===== src/acr_cfg.svh =====
`ifndef ACR_CFG_SVH
`define ACR_CFG_SVH

// Register offsets on the byte register port
`define ACR_OFF_ISEL   3'h0
`define ACR_OFF_CTLA   3'h1
`define ACR_OFF_CTLB   3'h2
`define ACR_OFF_RESL   3'h3
`define ACR_OFF_RESH   3'h4

// Bit positions in adc_input_select
`define ACR_ISEL_LALIGN 5

// Bit positions in adc_control_a
`define ACR_CTLA_EN    7
`define ACR_CTLA_SC    6
`define ACR_CTLA_ATE   5
`define ACR_CTLA_IF    4
`define ACR_CTLA_IE    3

// Bit positions in adc_control_b
`define ACR_CTLB_HSM   7
`define ACR_CTLB_CURRENT_SOURCE_INPUT  6
`define ACR_CTLB_REFERENCE_PIN  5

// Reset value of every byte register
`define ACR_RST_BYTE   8'h00

// Channel codes: last legal code is ground
`define ACR_CH_GND     5'h12

// Trigger source codes
`define ACR_TRIG_FREE  4'h0
`define ACR_TRIG_LAST  4'hd
`define ACR_NUM_TRIG   13

// Reference select code of the internal reference
`define ACR_REF_INT    2'h3

`endif


===== src/acr_pkg.sv =====
package acr_pkg;

  // Conversion tracking state
  typedef enum logic [0:0] {
    ACR_IDLE = 1'b0,
    ACR_BUSY = 1'b1
  } acr_conv_t;

  // Prescaler selection code
  typedef logic [2:0] acr_presc_t;

endpackage


===== src/acr_presc_if.sv =====
`timescale 1ns/1ps
// Link between the control logic and the clock prescaler
interface acr_presc_if;
  logic [2:0] sel;   // Division code
  logic       run;   // Converter enabled
  logic       tick;  // One pulse per converter clock period
  modport ctrl (output sel, output run, input tick);
  modport presc (input sel, input run, output tick);
endinterface : acr_presc_if


===== src/acr_prescaler.sv =====
`timescale 1ns/1ps
`include "acr_cfg.svh"
module acr_prescaler
  import acr_pkg::*;
(
  input wire logic core_clk,
  input wire logic reset_n,
  acr_presc_if.presc pif
);

  logic [6:0] cnt_r;    // Position inside the divided period
  logic [6:0] cnt_nxt;
  logic       tick_r;   // Registered converter clock tick
  logic       tick_nxt;
  logic [6:0] limit;    // Divisor minus one

  // Divisor: codes 0 and 1 give 2, each later code doubles
  always_comb begin
    if (pif.sel <= 3'h1) begin
      limit = 7'h01;
    end else begin
      limit = 7'((8'h01 << pif.sel) - 8'h01);
    end
    cnt_nxt  = 7'h00;
    tick_nxt = 1'b0;
    // Stopped converter holds the divider in phase zero
    if (pif.run) begin
      if (cnt_r >= limit) begin
        tick_nxt = 1'b1;
      end else begin
        cnt_nxt = cnt_r + 7'h01;
      end
    end
  end

  // Divider registers
  always_ff @(posedge core_clk or negedge reset_n) begin
    if (!reset_n) begin
      cnt_r  <= 7'h00;
      tick_r <= 1'b0;
    end else begin
      cnt_r  <= cnt_nxt;
      tick_r <= tick_nxt;
    end
  end

  assign pif.tick = tick_r;

endmodule // acr_prescaler


===== src/acr_ctrl.sv =====
// What this block does
// Bits 7:6 select reference; code 10 reserved
// Reference change waits for running conversion end
// Bit 5 left-aligns result reads immediately
// Channel codes 0-18 route inputs; rest reserved
// Channel change waits for running conversion end
// Enable bit; clearing waits for conversion end
// Start bit begins conversion, hardware clears it
// First conversion after enable initializes converter
// Auto-trigger bit uses control B trigger source
// Done flag set; cleared by vector or one
// Interrupt enable gates end-of-conversion request
// Prescaler divides clock by 2 up to 128
// Control B bit 7 drives high-speed mode
// Control B bit 6 enables reference current source
// Control B bit 5 connects internal reference pin
// Control B bit 4 always reads zero
// Internal reference on when converter needs it
// Result split into high and low registers
// Low read locks result until high read
// Auto-trigger starts on selected flag rising edge
// Byte registers, writes act next clock edge
`timescale 1ns/1ps
`include "acr_cfg.svh"
module acr_ctrl
  import acr_pkg::*;
(
  input  wire logic        core_clk,
  input  wire logic        reset_n,
  input  wire logic [2:0]  reg_addr,
  input  wire logic [7:0]  reg_wdata,
  input  wire logic        reg_wr,
  input  wire logic        reg_rd,
  output logic      [7:0]  reg_rdata,
  input  wire logic        conv_done,
  input  wire logic [9:0]  conv_result,
  input  wire logic [12:0] trig_flags,
  input  wire logic        irq_ack,
  output logic             conv_start,
  output logic             conv_init,
  output logic      [4:0]  chan_sel,
  output logic      [1:0]  ref_sel,
  output logic             converter_on,
  output logic             int_ref_on,
  output logic             high_speed,
  output logic             current_source_en,
  output logic             ref_pin_en,
  output logic             conv_clk_tick,
  output logic             irq_req
);

  // Software-visible register fields
  logic [7:0]  isel_r, isel_nxt;     // adc_input_select as written
  logic        en_r, en_nxt;         // converter_enable as written
  logic        ate_r, ate_nxt;       // auto_trigger_enable
  logic        flag_r, flag_nxt;     // conversion_done_flag
  logic        ie_r, ie_nxt;         // conversion_irq_enable
  acr_presc_t  presc_r, presc_nxt;   // prescale_sel
  logic [2:0]  ctlb_hi_r, ctlb_hi_nxt; // Speed, current source, ref pin
  logic [3:0]  tsel_r, tsel_nxt;     // trigger_source_sel

  // Applied values seen by the analog side
  logic        en_act_r, en_act_nxt;
  logic [4:0]  ch_act_r, ch_act_nxt;
  logic [1:0]  ref_act_r, ref_act_nxt;

  // Conversion tracking
  acr_conv_t   state_r, state_nxt;
  logic        first_r, first_nxt;   // Initialization still owed
  logic        start_r, start_nxt;
  logic        init_r, init_nxt;
  logic [12:0] trig_prev_r;          // Last sampled trigger flags
  logic [12:0] trig_rise;

  // Result and its read lock
  logic [9:0]  res_r, res_nxt;
  logic        lock_r, lock_nxt;

  // Registered outputs
  logic [7:0]  rdata_r, rdata_nxt;
  logic [4:0]  chan_r, chan_nxt;
  logic        iref_r, iref_nxt;
  logic        irq_r, irq_nxt;

  // Decode strobes
  logic        wr_isel, wr_a, wr_b, rd_l, rd_h;
  logic        trig_hit;             // Selected source rose
  logic        free_run;             // Auto mode without a source
  logic        apply;                // Deferred fields may change

  acr_presc_if pif ();
  // Clock divider for the converter
  acr_prescaler u_presc (
    .core_clk (core_clk),
    .reset_n  (reset_n),
    .pif      (pif)
  );

  assign pif.sel = presc_r;
  assign pif.run = en_act_r;

  // Address decode of the byte register port
  always_comb begin
    wr_isel = 1'b0;
    wr_a    = 1'b0;
    wr_b    = 1'b0;
    rd_l    = 1'b0;
    rd_h    = 1'b0;
    if (reg_addr == `ACR_OFF_ISEL) begin
      wr_isel = reg_wr;
    end else if (reg_addr == `ACR_OFF_CTLA) begin
      wr_a = reg_wr;
    end else if (reg_addr == `ACR_OFF_CTLB) begin
      wr_b = reg_wr;
    end else if (reg_addr == `ACR_OFF_RESL) begin
      rd_l = reg_rd;
    end else if (reg_addr == `ACR_OFF_RESH) begin
      rd_h = reg_rd;
    end
  end

  // Edge of the selected trigger flag; interrupt enables do not matter
  always_comb begin
    trig_rise = trig_flags & ~trig_prev_r;
    trig_hit  = 1'b0;
    if (tsel_r != `ACR_TRIG_FREE && tsel_r <= `ACR_TRIG_LAST) begin
      trig_hit = trig_rise[4'(tsel_r - 4'h1)];
    end
    free_run = ate_r && (tsel_r == `ACR_TRIG_FREE);
  end

  // Register writes, start logic and deferred application
  always_comb begin
    isel_nxt    = isel_r;
    en_nxt      = en_r;
    ate_nxt     = ate_r;
    ie_nxt      = ie_r;
    presc_nxt   = presc_r;
    ctlb_hi_nxt = ctlb_hi_r;
    tsel_nxt    = tsel_r;
    flag_nxt    = flag_r;
    state_nxt   = state_r;
    first_nxt   = first_r;
    start_nxt   = 1'b0;
    init_nxt    = 1'b0;
    // Plain byte writes take effect at the next edge
    if (wr_isel) begin
      isel_nxt = reg_wdata;
    end
    if (wr_a) begin
      en_nxt    = reg_wdata[`ACR_CTLA_EN];
      ate_nxt   = reg_wdata[`ACR_CTLA_ATE];
      ie_nxt    = reg_wdata[`ACR_CTLA_IE];
      presc_nxt = reg_wdata[2:0];
    end
    if (wr_b) begin
      ctlb_hi_nxt = reg_wdata[7:5];
      tsel_nxt    = reg_wdata[3:0];
    end
    // Flag clears by writing one or by the vector; a new done wins
    if ((wr_a && reg_wdata[`ACR_CTLA_IF]) || irq_ack) begin
      flag_nxt = 1'b0;
    end
    if (conv_done) begin
      flag_nxt = 1'b1;
    end
    // Fields that must not move under a running conversion
    apply       = (state_r == ACR_IDLE) || conv_done;
    en_act_nxt  = apply ? en_nxt : en_act_r;
    ch_act_nxt  = apply ? isel_nxt[4:0] : ch_act_r;
    ref_act_nxt = apply ? isel_nxt[7:6] : ref_act_r;
    // Owe an initialization on every enable rise
    if (en_act_nxt && !en_act_r) begin
      first_nxt = 1'b1;
    end
    // Conversion sequencing; writing zero to start does nothing
    case (state_r)
      ACR_IDLE: begin
        if (en_nxt && ((wr_a && reg_wdata[`ACR_CTLA_SC]) ||
                       (ate_r && trig_hit))) begin
          state_nxt = ACR_BUSY;
          start_nxt = 1'b1;
        end
      end
      ACR_BUSY: begin
        if (conv_done) begin
          if (free_run && en_nxt) begin
            start_nxt = 1'b1;
          end else begin
            state_nxt = ACR_IDLE;
          end
        end
      end
      default: begin
        state_nxt = ACR_IDLE;
      end
    endcase
    if (start_nxt) begin
      init_nxt  = first_nxt;
      first_nxt = 1'b0;
    end
  end

  // Result capture, read lock and output shaping
  always_comb begin
    res_nxt  = res_r;
    lock_nxt = lock_r;
    // A locked pair drops the new result rather than tearing it
    if (conv_done && !lock_r && !rd_l) begin
      res_nxt = conv_result;
    end
    if (rd_l) begin
      lock_nxt = 1'b1;
    end else if (rd_h) begin
      lock_nxt = 1'b0;
    end
    // Reserved channel codes park the input on ground
    chan_nxt = (ch_act_nxt > `ACR_CH_GND) ? `ACR_CH_GND : ch_act_nxt;
    iref_nxt = en_act_nxt && (ref_act_nxt == `ACR_REF_INT);
    irq_nxt  = flag_nxt && ie_nxt;
    // Read mux; alignment is applied at read time
    rdata_nxt = 8'h00;
    if (reg_rd) begin
      if (reg_addr == `ACR_OFF_ISEL) begin
        rdata_nxt = isel_r;
      end else if (reg_addr == `ACR_OFF_CTLA) begin
        rdata_nxt = {en_r, (state_r == ACR_BUSY), ate_r, flag_r,
                     ie_r, presc_r};
      end else if (reg_addr == `ACR_OFF_CTLB) begin
        rdata_nxt = {ctlb_hi_r, 1'b0, tsel_r};
      end else if (reg_addr == `ACR_OFF_RESL) begin
        rdata_nxt = isel_r[`ACR_ISEL_LALIGN] ?
                    {res_r[1:0], 6'h00} : res_r[7:0];
      end else if (reg_addr == `ACR_OFF_RESH) begin
        rdata_nxt = isel_r[`ACR_ISEL_LALIGN] ?
                    res_r[9:2] : {6'h00, res_r[9:8]};
      end
    end
  end

  // All state registers
  always_ff @(posedge core_clk or negedge reset_n) begin
    if (!reset_n) begin
      isel_r      <= `ACR_RST_BYTE;
      en_r        <= 1'b0;
      ate_r       <= 1'b0;
      flag_r      <= 1'b0;
      ie_r        <= 1'b0;
      presc_r     <= 3'h0;
      ctlb_hi_r   <= 3'h0;
      tsel_r      <= 4'h0;
      en_act_r    <= 1'b0;
      ch_act_r    <= 5'h00;
      ref_act_r   <= 2'h0;
      state_r     <= ACR_IDLE;
      first_r     <= 1'b0;
      start_r     <= 1'b0;
      init_r      <= 1'b0;
      trig_prev_r <= 13'h0000;
      res_r       <= 10'h000;
      lock_r      <= 1'b0;
      rdata_r     <= 8'h00;
      chan_r      <= 5'h00;
      iref_r      <= 1'b0;
      irq_r       <= 1'b0;
    end else begin
      isel_r      <= isel_nxt;
      en_r        <= en_nxt;
      ate_r       <= ate_nxt;
      flag_r      <= flag_nxt;
      ie_r        <= ie_nxt;
      presc_r     <= presc_nxt;
      ctlb_hi_r   <= ctlb_hi_nxt;
      tsel_r      <= tsel_nxt;
      en_act_r    <= en_act_nxt;
      ch_act_r    <= ch_act_nxt;
      ref_act_r   <= ref_act_nxt;
      state_r     <= state_nxt;
      first_r     <= first_nxt;
      start_r     <= start_nxt;
      init_r      <= init_nxt;
      trig_prev_r <= trig_flags;
      res_r       <= res_nxt;
      lock_r      <= lock_nxt;
      rdata_r     <= rdata_nxt;
      chan_r      <= chan_nxt;
      iref_r      <= iref_nxt;
      irq_r       <= irq_nxt;
    end
  end

  assign reg_rdata         = rdata_r;
  assign conv_start        = start_r;
  assign conv_init         = init_r;
  assign chan_sel          = chan_r;
  assign ref_sel           = ref_act_r;
  assign converter_on      = en_act_r;
  assign int_ref_on        = iref_r;
  assign high_speed        = ctlb_hi_r[2];
  assign current_source_en = ctlb_hi_r[1];
  assign ref_pin_en        = ctlb_hi_r[0];
  assign conv_clk_tick     = pif.tick;
  assign irq_req           = irq_r;
endmodule // acr_ctrl


===== config.mk =====
export PLATFORM = sky130hd
export DESIGN_NAME = acr_ctrl
export DESIGN_NICKNAME = d
export VERILOG_FILES = /design/src/acr_pkg.sv /design/src/acr_presc_if.sv /design/src/acr_prescaler.sv /design/src/acr_ctrl.sv
export VERILOG_INCLUDE_DIRS = /design/src /design/src/src
export SDC_FILE = /design/constraint.sdc
export NUM_CORES = 1
export LEC_CHECK = 0
export BUFFER_PORTS_ARGS = -buffer_cell sky130_fd_sc_hd__buf_4
export CAP_MARGIN = 5
export CELL_PAD_IN_SITES_DETAIL_PLACEMENT = 1
export CELL_PAD_IN_SITES_GLOBAL_PLACEMENT = 1
export CORE_AREA = 5 5 81 138
export CTS_CLUSTER_DIAMETER = 40
export DETAILED_ROUTE_END_ITERATION = 6
export DIE_AREA = 0 0 86 143
export GPL_TIMING_DRIVEN = 1
export HOLD_SLACK_MARGIN = 0.05
export PLACE_DENSITY = 0.68
export SYNTH_ARGS = -nofsm -noshare
export SYNTH_HDL_FRONTEND = slang
export SYNTH_HIERARCHICAL = 1
export SYNTH_SLANG_ARGS = --single-unit
export TNS_END_PERCENT = 5

===== constraint.sdc =====
create_clock -name core_clk -period 6.76 [get_ports core_clk]
set_input_delay 2.028 -clock core_clk [delete_from_list [all_inputs] [get_ports core_clk]]
set_output_delay 2.028 -clock core_clk [all_outputs]
set_load 0.005 [all_outputs]

==> qor.yml <==
drive_gt1_share_pct: 31.0
tightestPinTransition_ns: 1.00
yosysUniqueCellTypes: 57
power_w: 0.00153
postCtsSetupBuffers: 0
dieArea_um2: 12300
fmax_ghz: 0.275
crit_path_max_fanout: 29
r2r-end: "u_presc/pif.tick"
rsz0062_at_grt: "false"
cts_tree: "built"
finalSetupTns_ns: 0
wl_met3_um: 354
via_per_inst: 5.27
drc_errors: 0
finalWirelength_um: 9600
hold_path_end: "ch_act_r[1]"
end_kind: "flop"
layout.nets: 449
finalCriticalPeriod_ns: 3.64
synth_area_leaders: "dfrtp_1 52%, mux2_2 9.0%, ha_1 3.6%, mux2i_1 2.9%, a21oi_1 1.9%"
min_from: "ch_act_r[1]"
highest_layer: "met4"
synth_simple_gate_area_share_pct: 15.7
synth-compound-area-share_pct: 11.0
cp.arrival_ns: 3.86
status: "completed"
min_period_over_period_pct: 53.8
synth_top_family_by_area: "simple AND/OR/NAND/NOR gates"
syn_area_um2: 3860
antenna_found_initial: 0
synth-main-ff-cell: "dfrtp_1"
powerDensity_nw_per_um2: 322
hold_buffers: 0
r2r_cells: 8
clock_sinks: 81
fillers: 1089
diodes: 0
start_util_pct: 39.0
synthMuxAreaShare_pct: 11.9
core_area_um2: 9910
grt_pass1_vias: 3072
finalNonFillerCells: 528
dp.cells: 512
max_slew_margin_pct: 33.2
vdd_ir_drop_max_v: 0.000165
grt_max_degree: 82
cap_violations: 0
post-dp-hpwl_um: 7190
required_ns: 6.98
hold_viol_final: 0
cts_resized: 0
syn_nets: 387
clk_pin_slew_worst_paths_ns: 0.06
wl_met1_um: 3570
grt_pass1_wl_um: 15800
grt_util_all_layers_pct: 16.9
seq_area_frac_synth_pct: 52.5
placed_area_um2: 4440
holdWs_ns: 0.520
cts-root-buf: "clkbuf_16"
vias: 2784
synth_edf_count: 0
slew_violations: 0
async_flop_share_pct: 100
synth_top_area_cell: "dfrtp_1"
postSynthAreaPerCell_um2: 11.5
clock_latency_ns: 0.34
r2r_start: "pif.sel[2]"
drtIter0Drc: 146
wire_per_inst_um: 18.2
io_pins: 64
synth_xor_area_share_pct: 2.24
setup-violations-final: 0
overflow: 0
io_buffer_count: 63
drtPass1Iterations: 6
ant_nets: 0
synth_cells: 336
synth_top_cell_area_share_pct: 52.5
dr_wl_met2_um: 5400
ys_ff_latch: 81
r2r_setup_slack_ns: 4.08
ctsHtreeMaxLevel: 3
cp-start-kind: "input port"
leakagePower_nw: 2.18
synth-adder-area-share_pct: 3.56
yosysWarnings: 6
whs_path_depth: 2
synthToLayoutAreaGrowth_pct: 22.6
fp.dieH_um: 143
hold_path.class: "reg -> reg"
design_area_um2: 4730
cts_buffers: 9
clock_skew_ns: 0.00672
die_w_um: 86
clock_path_buffers: 2
gp_congestion: 0.759
crit_type: "in -> reg"
rows: 48
[worst max-delay path, cell delays in order]
cell     delay (ns)
buf_4          0.21
nor4b_4        0.59
mux2_2         0.42
mux2i_1        0.33
nand2_1        0.09
a21o_1         0.19
[cell type report]
cell class	instances	area [um2]	area share [%]
tap	125	156	3.30
sequential	81	2030	42.8
clock inverter	3	40.0	0.846
inverter	13	48.8	1.03
timing repair buffer	65	488	10.3
multi-input combinational	228	1720	36.4
clock buffer	13	250	5.29
[stage by stage]
step                setup slack (ns)  utilization (%)
global placement                2.84             44.8
finish                          3.12             47.8
floorplan                       3.11                -
CTS                             3.10             47.8
detailed placement              2.77             44.8
global route                    2.99             47.8
[sequential cells by signal, indices dropped and copies added (netlist names), 2 cells and up]
| signal | count |
|---|---|
| trig_prev_r | 13 |
| pif.sel | 3 |
| res_r | 10 |
| ctlb_hi_r | 3 |
| ref_sel | 2 |
| isel_r | 8 |
| u_presc/cnt_r | 7 |
| ch_act_r | 5 |
| chan_sel | 5 |
| tsel_r | 4 |
| reg_rdata | 8 |
[how the worst max path moves through the flow]
stage / startpoint / end / slack [ns] / depth (start not counted)
3_3_place_gp: reg_addr[0] / chan_sel[1] / 2.84 / 6
3_5_place_dp: reg_addr[0] / chan_sel[1] / 2.77 / 6
2_1_floorplan: reg_addr[0] / chan_sel[1] / 3.11 / 6
4_1_cts: reg_addr[0] / chan_sel[1] / 3.10 / 6
6_report: reg_addr[0] / chan_sel[1] / 3.12 / 6
5_1_grt: reg_addr[0] / conv_init / 2.99 / 7
[cell usage in the layout, fill, tap and decap left out, types with 3 or more instances in the layout]
master	instances
o22ai_1	4
buf_4	65
nor2_1	18
nor3b_1	7
nor3_1	5
clkbuf_1	3
clkbuf_16	9
or3b_2	3
a211oi_1	6
nor2b_1	7
xor2_1	6
nand2b_1	7
dfrtp_1	81
nand4_1	4
ha_1	11
nand3b_1	5
mux2i_1	11
o21ai_0	9
nand3_1	9
nand2_1	19
inv_1	13
and2_1	9
a31oi_1	3
mux2_2	31
a21oi_1	15
[routing by layer]
metal | track usage, % | vias to the layer above
li1 | - | 1319
met1 | 19.0 | 1390
met2 | 30.0 | 57
met3 | 3.87 | 18
met4 | 7.26 | 0
met5 | 0 | -
[power breakdown]
part	switching [W]	leakage, nW	internal (W)
sequential	0.0000829	0.998	0.000574
clock	0.000183	0.144	0.000295
combinational	0.000194	1.03	0.000197
[synth_stat cells (5+ instances only)]
| cell | count |
|---|---|
| a211oi_1 | 6 |
| a21oi_1 | 15 |
| and2_1 | 9 |
| clkbuf_1 | 8 |
| dfrtp_1 | 81 |
| ha_1 | 11 |
| inv_1 | 13 |
| mux2_2 | 31 |
| mux2i_1 | 11 |
| nand2_1 | 19 |
| nand2b_1 | 7 |
| nand3_1 | 9 |
| nand3b_1 | 5 |
| nor2_1 | 18 |
| nor2b_1 | 7 |
| nor3_1 | 5 |
| nor3b_1 | 7 |
| o21ai_0 | 9 |
| xor2_1 | 6 |
[kinds of logic after synthesis]
group	count (synthesis)
and+or+nand+nor	105
DFF	81
AOI/OAI and AO/OA	60
muxes	42
buffers and inverters	27
adders and majority gates	11
xor gates and xnor gates	9
other	1
(Power assumes the default switching activity.)
